**src/core/tcs_pkg.sv**
```systemverilog
package tcs_pkg;
    // register address and width
    localparam logic [3:0]  TCS_ADDR_CFG0      = 4'h0;
    localparam int          TCS_DATA_W         = 16;
    // field positions in touch_config_zero
    localparam int          TCS_BIT_MODE       = 15;
    localparam int          TCS_BIT_STOP       = 14;
    localparam int          TCS_BIT_RES        = 13;
    localparam int          TCS_CLK_HI         = 12;
    localparam int          TCS_CLK_LO         = 11;
    localparam int          TCS_SETTLE_HI      = 10;
    localparam int          TCS_SETTLE_LO      = 8;
    localparam int          TCS_LOW_HI         = 7;
    // reset values: read view and written control state
    localparam logic [15:0] TCS_RESET_READ     = 16'h4000;
    localparam logic [15:0] TCS_RESET_WRITE    = 16'h0000;
    // function codes allowed with self-initiated scans
    localparam logic [3:0]  TCS_FUNC_XYZ_SCAN  = 4'h0;
    localparam logic [3:0]  TCS_FUNC_XY_SCAN   = 4'h1;
    // stop sequencer states
    typedef enum logic [1:0] {
        TCS_ST_RUN  = 2'b01,
        TCS_ST_STOP = 2'b10
    } tcs_state_t;
endpackage : tcs_pkg

```
**src/core/tcs_sync.sv**
```systemverilog
`timescale 1ns/1ps
// two-flop synchroniser for an asynchronous level
module tcs_sync (
    input  wire logic clk,
    input  wire logic rstn,
    input  wire logic din,
    output logic      dout
);
    logic stage1;
    logic next_stage1;
    logic next_dout;

    // first stage feeds only the second stage
    always_comb begin
        next_stage1 = din;
        next_dout   = stage1;
    end

    always_ff @(posedge clk or negedge rstn) begin
        if (!rstn) begin
            stage1 <= 1'b0;
            dout   <= 1'b0;
        end else begin
            stage1 <= next_stage1;
            dout   <= next_dout;
        end
    end
endmodule : tcs_sync

```
**src/core/tcs_config_status.sv**
```systemverilog
// Functional notes
// RQ1: reads of the register return bit 15 as 1 while the screen is touched and 0 otherwise.
// RQ2: the written mode bit chooses host-controlled conversions (0) or device-initiated scans on pen touch (1).
// RQ3: the written mode bit is 0 after reset, so host control is the default.
// RQ4: the host uses device-initiated scans only with function code 0000 (XYZ) or 0001 (XY).
// RQ5: reads return bit 14 as 0 while the converter is busy and 1 when it is idle.
// RQ6: writing 1 to bit 14 aborts any running scan or conversion at once, pen down or not, and powers down.
// RQ7: the stop request clears itself after it acts, and writing 0 to it has no effect.
// RQ8: bit 0 of the second command byte makes the same stop and power-down request.
// RQ9: after any reset a read returns 4000h and the written control state is 0000h.
// RQ10: the resolution bit resets to 0 for 10-bit conversions, and 1 selects 12-bit.
// RQ11: once an abort has powered the converter down, reads report the converter idle.
`timescale 1ns/1ps
module tcs_config_status (
    input  wire logic                          clk,
    input  wire logic                          rstn,
    input  wire logic                          soft_reset,
    input  wire logic [3:0]                    reg_addr,
    input  wire logic                          reg_wr,
    input  wire logic [tcs_pkg::TCS_DATA_W-1:0] reg_wdata,
    input  wire logic                          reg_rd,
    output logic      [tcs_pkg::TCS_DATA_W-1:0] reg_rdata,
    input  wire logic                          cmd1_stop,
    input  wire logic                          pen_touch_in,
    input  wire logic                          conv_busy,
    input  wire logic                          conv_start,
    input  wire logic [3:0]                    converter_function_code,
    output logic                               pen_touch_mode_bit,
    output logic                               auto_scan_enable,
    output logic                               converter_abort,
    output logic                               adc_power_down,
    output logic                               resolution_select,
    output logic      [1:0]                    conversion_clock_divider,
    output logic      [2:0]                    panel_settle_time,
    output logic      [7:0]                    timing_low_fields
);
    import tcs_pkg::*;

    ////////////////////////////////////////////////////////////////////////////
    // pen input synchronisation
    // the pen level comes straight from the panel comparator and may move
    // at any time, so two flops stand before any logic reads it
    logic                  pen_sync;

    tcs_sync u_pen_sync (
        .clk  (clk),
        .rstn (rstn),
        .din  (pen_touch_in),
        .dout (pen_sync)
    );

    ////////////////////////////////////////////////////////////////////////////
    // written control state
    logic [TCS_DATA_W-1:0] cfg;
    logic [TCS_DATA_W-1:0] next_cfg;
    logic                  cfg_wr;

    // write strobe aimed at this register; other addresses are ignored
    assign cfg_wr = reg_wr && (reg_addr == TCS_ADDR_CFG0);

    // stop bit is never stored; it only raises a request
    // soft reset wins over a write landing in the same cycle
    always_comb begin
        next_cfg = cfg;
        if (soft_reset) begin
            next_cfg = TCS_RESET_WRITE;                              // see RQ9
        end else if (cfg_wr) begin
            next_cfg = reg_wdata;                                    // see RQ2
            next_cfg[TCS_BIT_STOP] = 1'b0;                           // see RQ7
        end
    end

    // control word register
    always_ff @(posedge clk or negedge rstn) begin
        if (!rstn) begin
            cfg <= TCS_RESET_WRITE;                                  // see RQ3
        end else begin
            cfg <= next_cfg;
        end
    end

    ////////////////////////////////////////////////////////////////////////////
    // stop request flag and abort sequencer
    logic       converter_stop_flag;
    logic       next_converter_stop_flag;
    tcs_state_t state;
    tcs_state_t next_state;
    logic       stop_req;

    // register bit or command byte bit, writing 0 does nothing
    assign stop_req = (cfg_wr && reg_wdata[TCS_BIT_STOP]) || cmd1_stop; // see RQ6, RQ8

    // request seen at edge n: flag from n+1, abort pulse from n+2,
    // power-down from n+3; a request while the flag is pending merges
    // flag set by a request, acted on in the stop state, then cleared
    always_comb begin
        next_converter_stop_flag = converter_stop_flag;
        next_state               = state;
        if (soft_reset) begin
            next_converter_stop_flag = 1'b0;
            next_state               = TCS_ST_RUN;
        end else begin
            case (state)
                TCS_ST_RUN: begin
                    if (converter_stop_flag) begin
                        next_state = TCS_ST_STOP;
                    end
                end
                TCS_ST_STOP: begin
                    next_converter_stop_flag = 1'b0;                 // see RQ7
                    next_state               = TCS_ST_RUN;
                end
                default: begin
                    next_state = TCS_ST_RUN;
                end
            endcase
            // a new request in the clearing cycle is kept
            if (stop_req) begin
                next_converter_stop_flag = 1'b1;
            end
        end
    end

    // stop flag and sequencer registers
    always_ff @(posedge clk or negedge rstn) begin
        if (!rstn) begin
            converter_stop_flag <= 1'b0;
            state               <= TCS_ST_RUN;
        end else begin
            converter_stop_flag <= next_converter_stop_flag;
            state               <= next_state;
        end
    end

    // abort pulse while the flag is acted on
    assign converter_abort = (state == TCS_ST_STOP);                 // see RQ6

    ////////////////////////////////////////////////////////////////////////////
    // converter power-down state
    logic pwr_down;
    logic next_pwr_down;
    logic auto_code_ok;
    logic auto_wake;

    // self scans only with the XYZ or XY code
    assign auto_code_ok = (converter_function_code == TCS_FUNC_XYZ_SCAN) ||
                          (converter_function_code == TCS_FUNC_XY_SCAN); // see RQ4
    // wake may not use auto_scan_enable, which is held off while powered down
    assign auto_wake    = cfg[TCS_BIT_MODE] && auto_code_ok && pen_sync; // see RQ2

    // an abort outranks a wake arriving in the same cycle
    always_comb begin
        next_pwr_down = pwr_down;
        if (soft_reset) begin
            next_pwr_down = 1'b0;
        end else if (state == TCS_ST_STOP) begin
            next_pwr_down = 1'b1;                                    // see RQ6
        end else if (conv_start || auto_wake) begin
            next_pwr_down = 1'b0;                                    // woken by a new conversion
        end
    end

    // power-down register
    always_ff @(posedge clk or negedge rstn) begin
        if (!rstn) begin
            pwr_down <= 1'b0;
        end else begin
            pwr_down <= next_pwr_down;
        end
    end

    assign adc_power_down = pwr_down;

    ////////////////////////////////////////////////////////////////////////////
    // control outputs
    logic busy_seen;

    // mode bit as written, not the pen status seen on reads
    assign pen_touch_mode_bit       = cfg[TCS_BIT_MODE];             // see RQ2
    // self scans only with the XYZ or XY code and a live converter
    assign auto_scan_enable         = cfg[TCS_BIT_MODE] && !pwr_down && auto_code_ok; // see RQ4

    // stored fields handed to the converter timing logic
    assign resolution_select        = cfg[TCS_BIT_RES];              // see RQ10
    assign conversion_clock_divider = cfg[TCS_CLK_HI:TCS_CLK_LO];
    assign panel_settle_time        = cfg[TCS_SETTLE_HI:TCS_SETTLE_LO];
    assign timing_low_fields        = cfg[TCS_LOW_HI:0];

    // powered-down converter always reads idle
    // the abort cycle is masked too, so a read racing the stop sees idle
    assign busy_seen                = conv_busy && !pwr_down && (state != TCS_ST_STOP); // see RQ11

    ////////////////////////////////////////////////////////////////////////////
    // read data register
    // bits 15 and 14 read live status in place of the stored word;
    // data stands until the next read strobe or soft reset, unknown addresses read zero
    logic [TCS_DATA_W-1:0] next_rdata;

    always_comb begin
        next_rdata = reg_rdata;
        if (soft_reset) begin
            next_rdata = TCS_RESET_READ;                             // see RQ9
        end else if (reg_rd) begin
            next_rdata = 16'h0000;
            if (reg_addr == TCS_ADDR_CFG0) begin
                next_rdata = cfg;
                next_rdata[TCS_BIT_MODE] = pen_sync;                 // see RQ1
                next_rdata[TCS_BIT_STOP] = !busy_seen;               // see RQ5
            end
        end
    end

    // read data flops
    always_ff @(posedge clk or negedge rstn) begin
        if (!rstn) begin
            reg_rdata <= TCS_RESET_READ;                             // see RQ9
        end else begin
            reg_rdata <= next_rdata;
        end
    end
endmodule : tcs_config_status

```
**config.mk**
```make
export PLATFORM = sky130hd
export DESIGN_NAME = tcs_config_status
export DESIGN_NICKNAME = d
export VERILOG_FILES = /design/src/core/tcs_pkg.sv /design/src/core/tcs_sync.sv /design/src/core/tcs_config_status.sv
export SDC_FILE = /design/constraint.sdc
export NUM_CORES = 1
export LEC_CHECK = 0
export ABC_CLOCK_PERIOD_IN_PS = 1200
export BUFFER_PORTS_ARGS = -buffer_cell sky130_fd_sc_hd__buf_2
export CAP_MARGIN = 20
export CORE_MARGIN = 2
export CORE_UTILIZATION = 42
export DETAILED_ROUTE_END_ITERATION = 10
export PLACE_DENSITY = 0.76
export SETUP_SLACK_MARGIN = 0.3
export SLEW_MARGIN = 20
export SYNTH_ARGS = -nofsm -noshare
export SYNTH_HDL_FRONTEND = slang
export SYNTH_SLANG_ARGS = --single-unit
```
**constraint.sdc**
```tcl
create_clock -name clk -period 1.2 [get_ports clk]
set_input_delay 0.18 -clock clk [delete_from_list [all_inputs] [get_ports clk]]
set_output_delay 0.18 -clock clk [all_outputs]
set_load 0.005 [all_outputs]
```
==> flow_summary.ini, run 1 <==
[layout]
nets = 285
insertedDiodeCount = 0
post_route_cells_drive_above_1_share_pct = 59.7
areaGrowthSynthToFinish_pct = 68.0
regArea_um2 = 928
nFillCells = 277
multi_input_area_um2 = 751

[power]
p_switching_uw = 555
combinationalPowerShare_pct = 11.4
peakVddDrop_uv = 745
sequentialPowerShare_pct = 52.6
internal_power_mw = 1.88
power_frac_clock_pct = 36.0
finalPower_mw = 2.43
p_leak_nw = 1.35
p_sw_share_pct = 22.8
power_density_nw_per_um2 = 930

[worst_setup_path]
arrival_ns = 1.33
required_ns = 1.02
reg2reg_depth = 4
cp-end-kind = output port
rrSetupSlack_ns = -0.08
crit-reg2reg-launch = cfg[15]
r2r-end = adc_power_down
path_class = reg -> out
worstPathMaxFanout = 2
cp-start-kind = register

[timing]
final.setup.tns_ns = -0.449
setup_violations = 3
slew_headroom_pct = 83.2
fmax_mhz = 663
whs_ns = 0.153
hold_viol = 0
rsz0062_at_grt = yes
period_minus_slack_ns = 1.51
setup_slack_ns = -0.309
maxSlewViolCount = 0
tightestPinTransition_ns = 0.251
period_share_pct = 126
finalClockSkew_ns = 0.00860

[grt]
grt_max_degree = 38
grt_pass1_vias = 1428
track_usage_pct = 21.2
grt_pass1_wl_um = 6690
antenna_found_initial = 0
grt.overflow.total = 0

[drt]
dr.pass1.iters = 4
drc = 0
viasPerCell = 5.10
ant_nets = 0
wirelength_um = 4560
first_iter_violations = 105
post_drt_wl_per_cell_um = 15.1
vias = 1536

[worst_hold_path]
hold_path_end = converter_stop_flag
hold_start = cmd1_stop
hp-class = in -> reg
hold_depth = 3

[outcome]
violations = setup timing
status = complete, but fails checks

[floorplan]
row_count = 22
start_util_pct = 43.2
die_y_um = 64.9
die_width_um = 64.9
core_um2 = 3610
dieArea_um2 = 4210
ioPinCount = 67

[placement]
portBuffers = 65
preCtsSetupSlack_ns = -0.0405
dp_hpwl_um = 2560
gp_congestion = 0.766

[synthesis]
avgSynthCellArea_um2 = 10.9
synth_cell_types = 23
syn_inst = 143
yosys_warnings = 0
postSynthRegisterBits = 37
syn_area_um2 = 1560
synth_nets = 176
synthTopCellsByArea = dfrtp_1 (56%), nand4b_1 (8.4%), o21ai_0 (8.0%)
synth_top_cell_by_area = dfrtp_1
yosysSeqAreaShare_pct = 59.6
synth_top_area_share_pct = 56.2

[cts]
cts_max_path_buffers = 2
clk_latency_ns = 0.29
clk_pin_slew_ns = 0.06
cts-buffers-inserted = 5
h-tree-depth = 2
cts.sinks = 37
cts_tree = built
cts_root_buf = clkbuf_8

[flow_run]
maxCapViolCount = 0
## how the worst max path moves through the flow
stage,slack [ns],cells past startpoint,from,end
after detailed placement,-0.04,5,reg_addr[3],reg_rdata[15]
after CTS,-0.31,3,cfg[15],auto_scan_enable
after floorplan,0.01,4,reg_addr[3],cfg[10]
after global placement,-0.02,5,reg_addr[3],reg_rdata[15]
after global routing,-0.33,3,cfg[15],auto_scan_enable
final,-0.31,3,cfg[15],auto_scan_enable
## power groups by stage
stage	Sequential, mW	Combinational [mW]	Clock, mW
after floorplan	1.30	0.0693	0
after global placement	1.30	0.197	0
after detailed placement	1.30	0.199	0
after CTS	1.28	0.244	0.898
after global routing	1.28	0.299	0.967
final	1.28	0.277	0.876
## sequential cells by signal, indices dropped and copies added, names as in the netlist
name,cells
u_pen_sync.dout,1
adc_power_down,1
cfg,15
converter_stop_flag,1
state,2
reg_rdata,16
u_pen_sync.next_dout,1
## worst max-delay path, cell delays in order (launching register included)
cell     delay (ns)
dfrtp_1        0.34
or4b_4         0.48
nor2_2         0.11
buf_2          0.12
## layer usage
metal / track usage, % / up-vias / part of all wire [%]
met2: 35.4 / 54 / 53
met3: 6.60 / 11 / 5.3
met4: 6.12 / 0 / 1.9
li1: - / 723 / -
met5: 0 / - / 0
met1: 26.3 / 748 / 40
## Yosys cell counts, drive strengths merged
cell,number
or4b,1
nor2b,1
dfstp,2
a221oi,1
inv,4
nand2b,16
and3,1
o21ai,31
o31ai,1
nand4b,15
a21oi,2
nor3b,1
clkbuf,6
nand2,16
nor2,4
and2,2
dfrtp,35
nor4,1
buf,3
## placed cells by master (no fill, tap or decap), drive strengths merged
cell	count
a21oi	2
a221oi	1
and2	3
and3	1
buf	107
clkbuf	8
dfrtp	35
dfstp	2
dlygate4sd3	2
inv	4
nand2	17
nand2b	16
nand4b	15
nor2	4
nor2b	1
nor3b	1
nor4	1
o21ai	31
o31ai	1
or4b	1
## kinds of logic (layout without fill, tap and decap cells)
family | count (synthesis) | in the layout | share of synthesized area (%)
buffers and inverters | 13 | 121 | 4.34
AND/OR/NAND/NOR | 58 | 60 | 24.4
AO/OA/AOI/OAI | 35 | 35 | 11.6
flip-flops | 37 | 37 | 59.6
## through the flow
step | utilization [%] | cells | area (um2)
2_1_floorplan | - | 143 | 1560
3_3_place_gp | 55.4 | 257 | 2000
3_5_place_dp | 55.4 | 257 | 2000
4_1_cts | 65.6 | 284 | 2370
5_1_grt | 72.6 | 301 | 2620
6_report | 72.6 | 301 | 2620
## final cells by class
cell class / instances / area share, %
sequential: 37 / 35.5
inverter: 4 / 0.574
clock buffer: 8 / 3.44
multi-input combinational: 95 / 28.7
tap: 48 / 2.29
timing repair buffer: 109 / 29.5
## what timing repair did
| item | in CTS | in global routing |
|---|---|---|
| hold buffers | 2 | 0 |
| hold endpoints to repair | 36 | 0 |
| cloned | 2 | 1 |
| setup endpoints to repair | 39 | 61 |
| gates resized for setup | 19 | 34 |
| pin swaps | 13 | 27 |
| setup buffers | 15 | 16 |
Note: power is estimated with default switching activity, not from simulation.
==> run 2, diff against run 1 <==
CORE_ASPECT_RATIO = 1.2   (was unset)
==> run 2 against run 1 <==
Effect of this change: the flow still finishes with violations (setup timing); via count is 7.0% lower; clock-buffer cell count fell by 2; global-route usage is 2.5 points lower; hold slack lost 0.022 ns; sequential share of layout area rose by 4.6 points; register-to-register slack worse by 0.02 ns; critical path type unchanged.
==> flow_summary.ini, run 2 (synthesis gave the netlist of run 1 again) <==
[floorplan]
dieArea_um2 = 4210
core_um2 = 3600
ioPinCount = 67
die_width_um = 59.6
die_y_um = 70.7
start_util_pct = 43.2
row_count = 24

[layout]
final_cell_mix = buf_2 (65), dfrtp_1 (35), buf_4 (24)
nets = 273
layout_commonest_cell = buf_2
finalInstanceArea_um2 = 2320
nFillCells = 299
areaGrowthSynthToFinish_pct = 48.7
top_regs = reg_rdata x16, cfg x15, state x2
instances_no_fill = 280
largest_register = reg_rdata
largest_register_ffs = 16
post_route_cells_drive_above_1_share_pct = 49.0
insertedDiodeCount = 0

[flow_run]
maxCapViolCount = 0

[cts]
cts.sinks = 37
cts_max_path_buffers = 2
clk_latency_ns = 0.29
cts_tree = built
clk_pin_slew_ns = 0.07
h-tree-depth = 2
cts_root_buf = clkbuf_8
cts-buffers-inserted = 5

[timing]
rsz0062_at_grt = yes
tightestPinTransition_ns = 0.205
finalClockSkew_ns = 0.00330
fmax_mhz = 664
whs_ns = 0.131
setup_slack_ns = -0.306
slew_headroom_pct = 86.3
hold_viol = 0
maxSlewViolCount = 0
period_share_pct = 125
setup_violations = 3
period_minus_slack_ns = 1.51

[worst_setup_path]
arrival_ns = 1.33
slowest_delay_ns = 0.48
cp-end-kind = output port
cp.depth = 3
reg2reg_depth = 4
required_ns = 1.02
path_class = reg -> out
critPathTopFamily = simple AND/OR/NAND/NOR gates
path_cells = or4b_4 > nor2_2 > buf_2
crit_buf_inv = 1
cp-start-kind = register
crit_slowest_cell = or4b_4
worstPathMaxFanout = 3

[drt]
dr.pass1.iters = 4
drc = 0
viasPerCell = 5.10
wirelength_um = 3830
ant_nets = 0
first_iter_violations = 56
post_drt_wl_per_cell_um = 13.7
vias = 1429

[placement]
dpl_cell_area_um2 = 1980
portBuffers = 65
preCtsSetupSlack_ns = -0.0555
gp_congestion = 0.738
dp_hpwl_um = 2560
dpl.cell_count = 247

[power]
combinationalPowerShare_pct = 9.7
p_leak_nw = 1.21
power_density_nw_per_um2 = 1010
sequentialPowerShare_pct = 54.9
internal_power_mw = 1.78
p_switching_uw = 544
power_frac_clock_pct = 35.4
finalPower_mw = 2.33
peakVddDrop_uv = 538
p_sw_share_pct = 23.4

[grt]
grt_util_met2_pct = 29.7
antenna_found_initial = 0
track_usage_pct = 18.7
grt_pass1_vias = 1316
grt.overflow.total = 0
busiest_layer = met2
gr-usage-met1_pct = 24.2
grt_use_met3_pct = 6.40
grt_pass1_wl_um = 5910
grt_max_degree = 36

[worst_hold_path]
hold_depth = 3
hp-class = in -> reg

[outcome]
violations = setup timing
status = complete, but fails checks
==> run 2: cell types whose count changed in the layout (fill, tap and decap cells not counted), sizes merged <==
cell	delta
clkbuf	-2
clkinv	+2
buf	-11
nand2	-1
==> run 2: power groups by stage <==
stage	logic, mW	clock network, mW	registers, mW
3_5_place_dp	0.202	0	1.30
3_3_place_gp	0.200	0	1.30
4_1_cts	0.219	0.854	1.28
2_1_floorplan	0.0693	0	1.30
5_1_grt	0.247	0.897	1.28
6_report	0.226	0.823	1.28
==> run 2: metal layers <==
layer  part of all wire, %  routed length [um]  up-vias
li1                      -                   -      697
met1                    42                1620      671
met2                    50                1920       58
met3                   6.9                 266        3
met4                  0.57                  22        0
met5                     0                   0        -
==> run 2: path summary, 6_finish.rpt <==
kind | startpoint | end | slack (ns)
max | cfg[15] | auto_scan_enable | -0.31
min | cmd1_stop | converter_stop_flag | 0.13
max reg2reg | cfg[15] | adc_power_down | -0.10
min reg2reg | u_pen_sync.next_dout | u_pen_sync.dout | 0.35
max in group asynchronous | rstn | reg_rdata[14] | 0.53
min in group asynchronous | rstn | reg_rdata[12] | 0.22
==> run 2: metrics by stage <==
step	util (%)	TNS, ns
finish	64.3	-0.481
global route	64.3	-0.654
CTS	61.2	-0.405
detailed placement	54.9	-0.213
global placement	54.9	-0.0352
floorplan	-	0
==> run 2: worst register-to-register path, cell delays in order (launching register included) <==
cell and delay, ns:
dfrtp_1 0.37, or4b_4 0.48, buf_4 0.15, o21ai_2 0.11, a21oi_1 0.07
==> run 2: layout make-up <==
cell class / instances / area, um2 / area share (%)
clock inverter: 2 / 10.0 / 0.432
sequential: 37 / 928 / 40.1
inverter: 4 / 15.0 / 0.648
clock buffer: 6 / 72.6 / 3.13
tap: 39 / 48.8 / 2.11
timing repair buffer: 98 / 622 / 26.9
multi-input combinational: 94 / 619 / 26.7
==> run 2: repair_timing <==
item	in CTS	in global routing
hold buffers	2	0
gates resized for setup	6	14
endpoints found under the setup margin	43	45
setup buffers	12	10
pin swaps	6	5
cloned	1	0
hold endpoints to repair	36	0
==> run 3, diff against run 2 <==
CORE_UTILIZATION = 40   (was 42)
PLACE_DENSITY = 0.73   (was 0.76)
==> run 3 against run 2 <==
Effect of this change: the run still ends with setup timing left; sequential power about the same; core utilization increased by 4.2 points; critical path depth unchanged; first-iteration DRC count decreased by 20%; global-route usage increased by 0.89 points; register-to-register slack got worse by 0.02 ns; clock skew increased by 0.0013 ns; clock-buffer cell count increased by 1; highest routed layer unchanged; clock power increased by 4.0%; cell area increased by 9.2%; sequential share of layout area decreased by 3.4 points; die area increased by 4.7%.
==> flow_summary.ini, run 3 (synthesis gave the netlist of run 1 again) <==
[outcome]
status = complete, but fails checks
violations = setup timing

[floorplan]
ioPinCount = 67
dieArea_um2 = 4410
die_y_um = 72.4
row_count = 24
die_width_um = 61.0
start_util_pct = 42.2
core_um2 = 3690

[cts]
h-tree-depth = 2
clk_pin_slew_ns = 0.07
cts.sinks = 37
cts_root_buf = clkbuf_8
cts_max_path_buffers = 2
cts-buffers-inserted = 5
clk_latency_ns = 0.28
cts_tree = built

[timing]
rsz0062_at_grt = yes
maxSlewViolCount = 0
setup_slack_ns = -0.319
period_minus_slack_ns = 1.52
period_share_pct = 127
setup_violations = 3
hold_viol = 0
whs_ns = 0.119
slew_headroom_pct = 73.9
fmax_mhz = 658
tightestPinTransition_ns = 0.391
finalClockSkew_ns = 0.00464

[layout]
largest_register = reg_rdata
nets = 286
largest_register_ffs = 16
multi_input_area_um2 = 707
regArea_um2 = 928
nFillCells = 316
insertedDiodeCount = 0
final_cell_mix = buf_2 (62), buf_4 (37), dfrtp_1 (35)
finalInstanceArea_um2 = 2530
areaGrowthSynthToFinish_pct = 62.3
top_regs = reg_rdata x16, cfg x15, state x2
layout_commonest_cell = buf_2
post_route_cells_drive_above_1_share_pct = 56.5

[grt]
antenna_found_initial = 0
track_usage_pct = 19.6
grt_pass1_wl_um = 6420
grt_pass1_vias = 1479
grt_max_degree = 22
grt.overflow.total = 0

[power]
p_leak_nw = 1.32
peakVddDrop_uv = 550
power_density_nw_per_um2 = 945
finalPower_mw = 2.39

[worst_setup_path]
worstPathMaxFanout = 3
r2r-end = adc_power_down
rrSetupSlack_ns = -0.12
path_class = reg -> out
reg2reg_depth = 4
cp-end-kind = output port
arrival_ns = 1.34
crit-reg2reg-launch = cfg[15]
cp-start-kind = register
cp-endpoint = auto_scan_enable
startpoint = cfg[15]
required_ns = 1.02

[drt]
vias = 1488
post_drt_wl_per_cell_um = 13.8
first_iter_violations = 45
wirelength_um = 4200
dr.pass1.iters = 4
ant_nets = 0
viasPerCell = 4.88
drc = 0

[flow_run]
maxCapViolCount = 0

[worst_hold_path]
hp-class = in -> reg

[placement]
dpl_cell_area_um2 = 1990
dp_hpwl_um = 2700
portBuffers = 65
gp_congestion = 0.730
-- run 3: cell count changes in the layout (fill, tap and decap cells not counted), sizes merged --
cell    delta
buf       +12
clkbuf     +1
clkinv     -2
nand2      +1
-- run 3: worst min-delay path by stage --
stage / start / end / slack, ns / cells past startpoint
6_report: cmd1_stop / converter_stop_flag / 0.12 / 3
5_1_grt: cmd1_stop / converter_stop_flag / 0.14 / 3
4_1_cts: cmd1_stop / converter_stop_flag / 0.12 / 3
3_5_place_dp: rstn / reg_rdata[2] / 0.13 / 1
3_3_place_gp: rstn / reg_rdata[2] / 0.13 / 1
2_1_floorplan: rstn / adc_power_down / -0.12 / 0
-- run 3: stage by stage --
step           setup WS [ns]  util [%]  instances  setup TNS, ns
2_1_floorplan         0.0111         -        143              0
3_3_place_gp         -0.0358      54.0        260        -0.0358
3_5_place_dp         -0.0587      54.0        260        -0.0772
4_1_cts               -0.328      62.4        288         -0.416
5_1_grt               -0.371      68.5        305         -0.656
6_report              -0.319      68.5        305         -0.514
-- run 3: area by class of cell --
| class | count | share of cell area, % |
|---|---|---|
| well taps | 52 | 2.57 |
| repair buffers | 110 | 28.7 |
| inverters | 4 | 0.594 |
| multi-input cells | 95 | 28.0 |
| clock buffers | 7 | 3.41 |
| flip-flops and latches | 37 | 36.7 |
-- run 3: critical path, stage by stage (launching register included) --
cell     delay [ns]
dfrtp_1        0.37
or4b_4         0.48
nor2_2         0.09
buf_2          0.11
-- run 3: layer usage --
metal / up-vias / track usage [%] / part of all wire, %
li1: 718 / - / -
met1: 698 / 25.6 / 42
met2: 64 / 31.5 / 51
met3: 8 / 4.46 / 5.8
met4: 0 / 6.76 / 1.4
met5: - / 0 / 0
-- run 3: power by group --
| group | internal [mW] | switching [mW] | leakage [nW] |
|---|---|---|---|
| clock | 0.455 | 0.401 | 0.0443 |
| sequential | 1.27 | 0.0116 | 0.503 |
| combinational | 0.130 | 0.123 | 0.774 |
-- run 3: what timing repair did --
item,in CTS,in global routing
hold buffers,2,0
pin swaps,12,10
gates resized for setup,16,28
cloned,1,1
endpoints found under the hold margin,15,0
buffers inserted,18,16
setup endpoints to repair,43,58
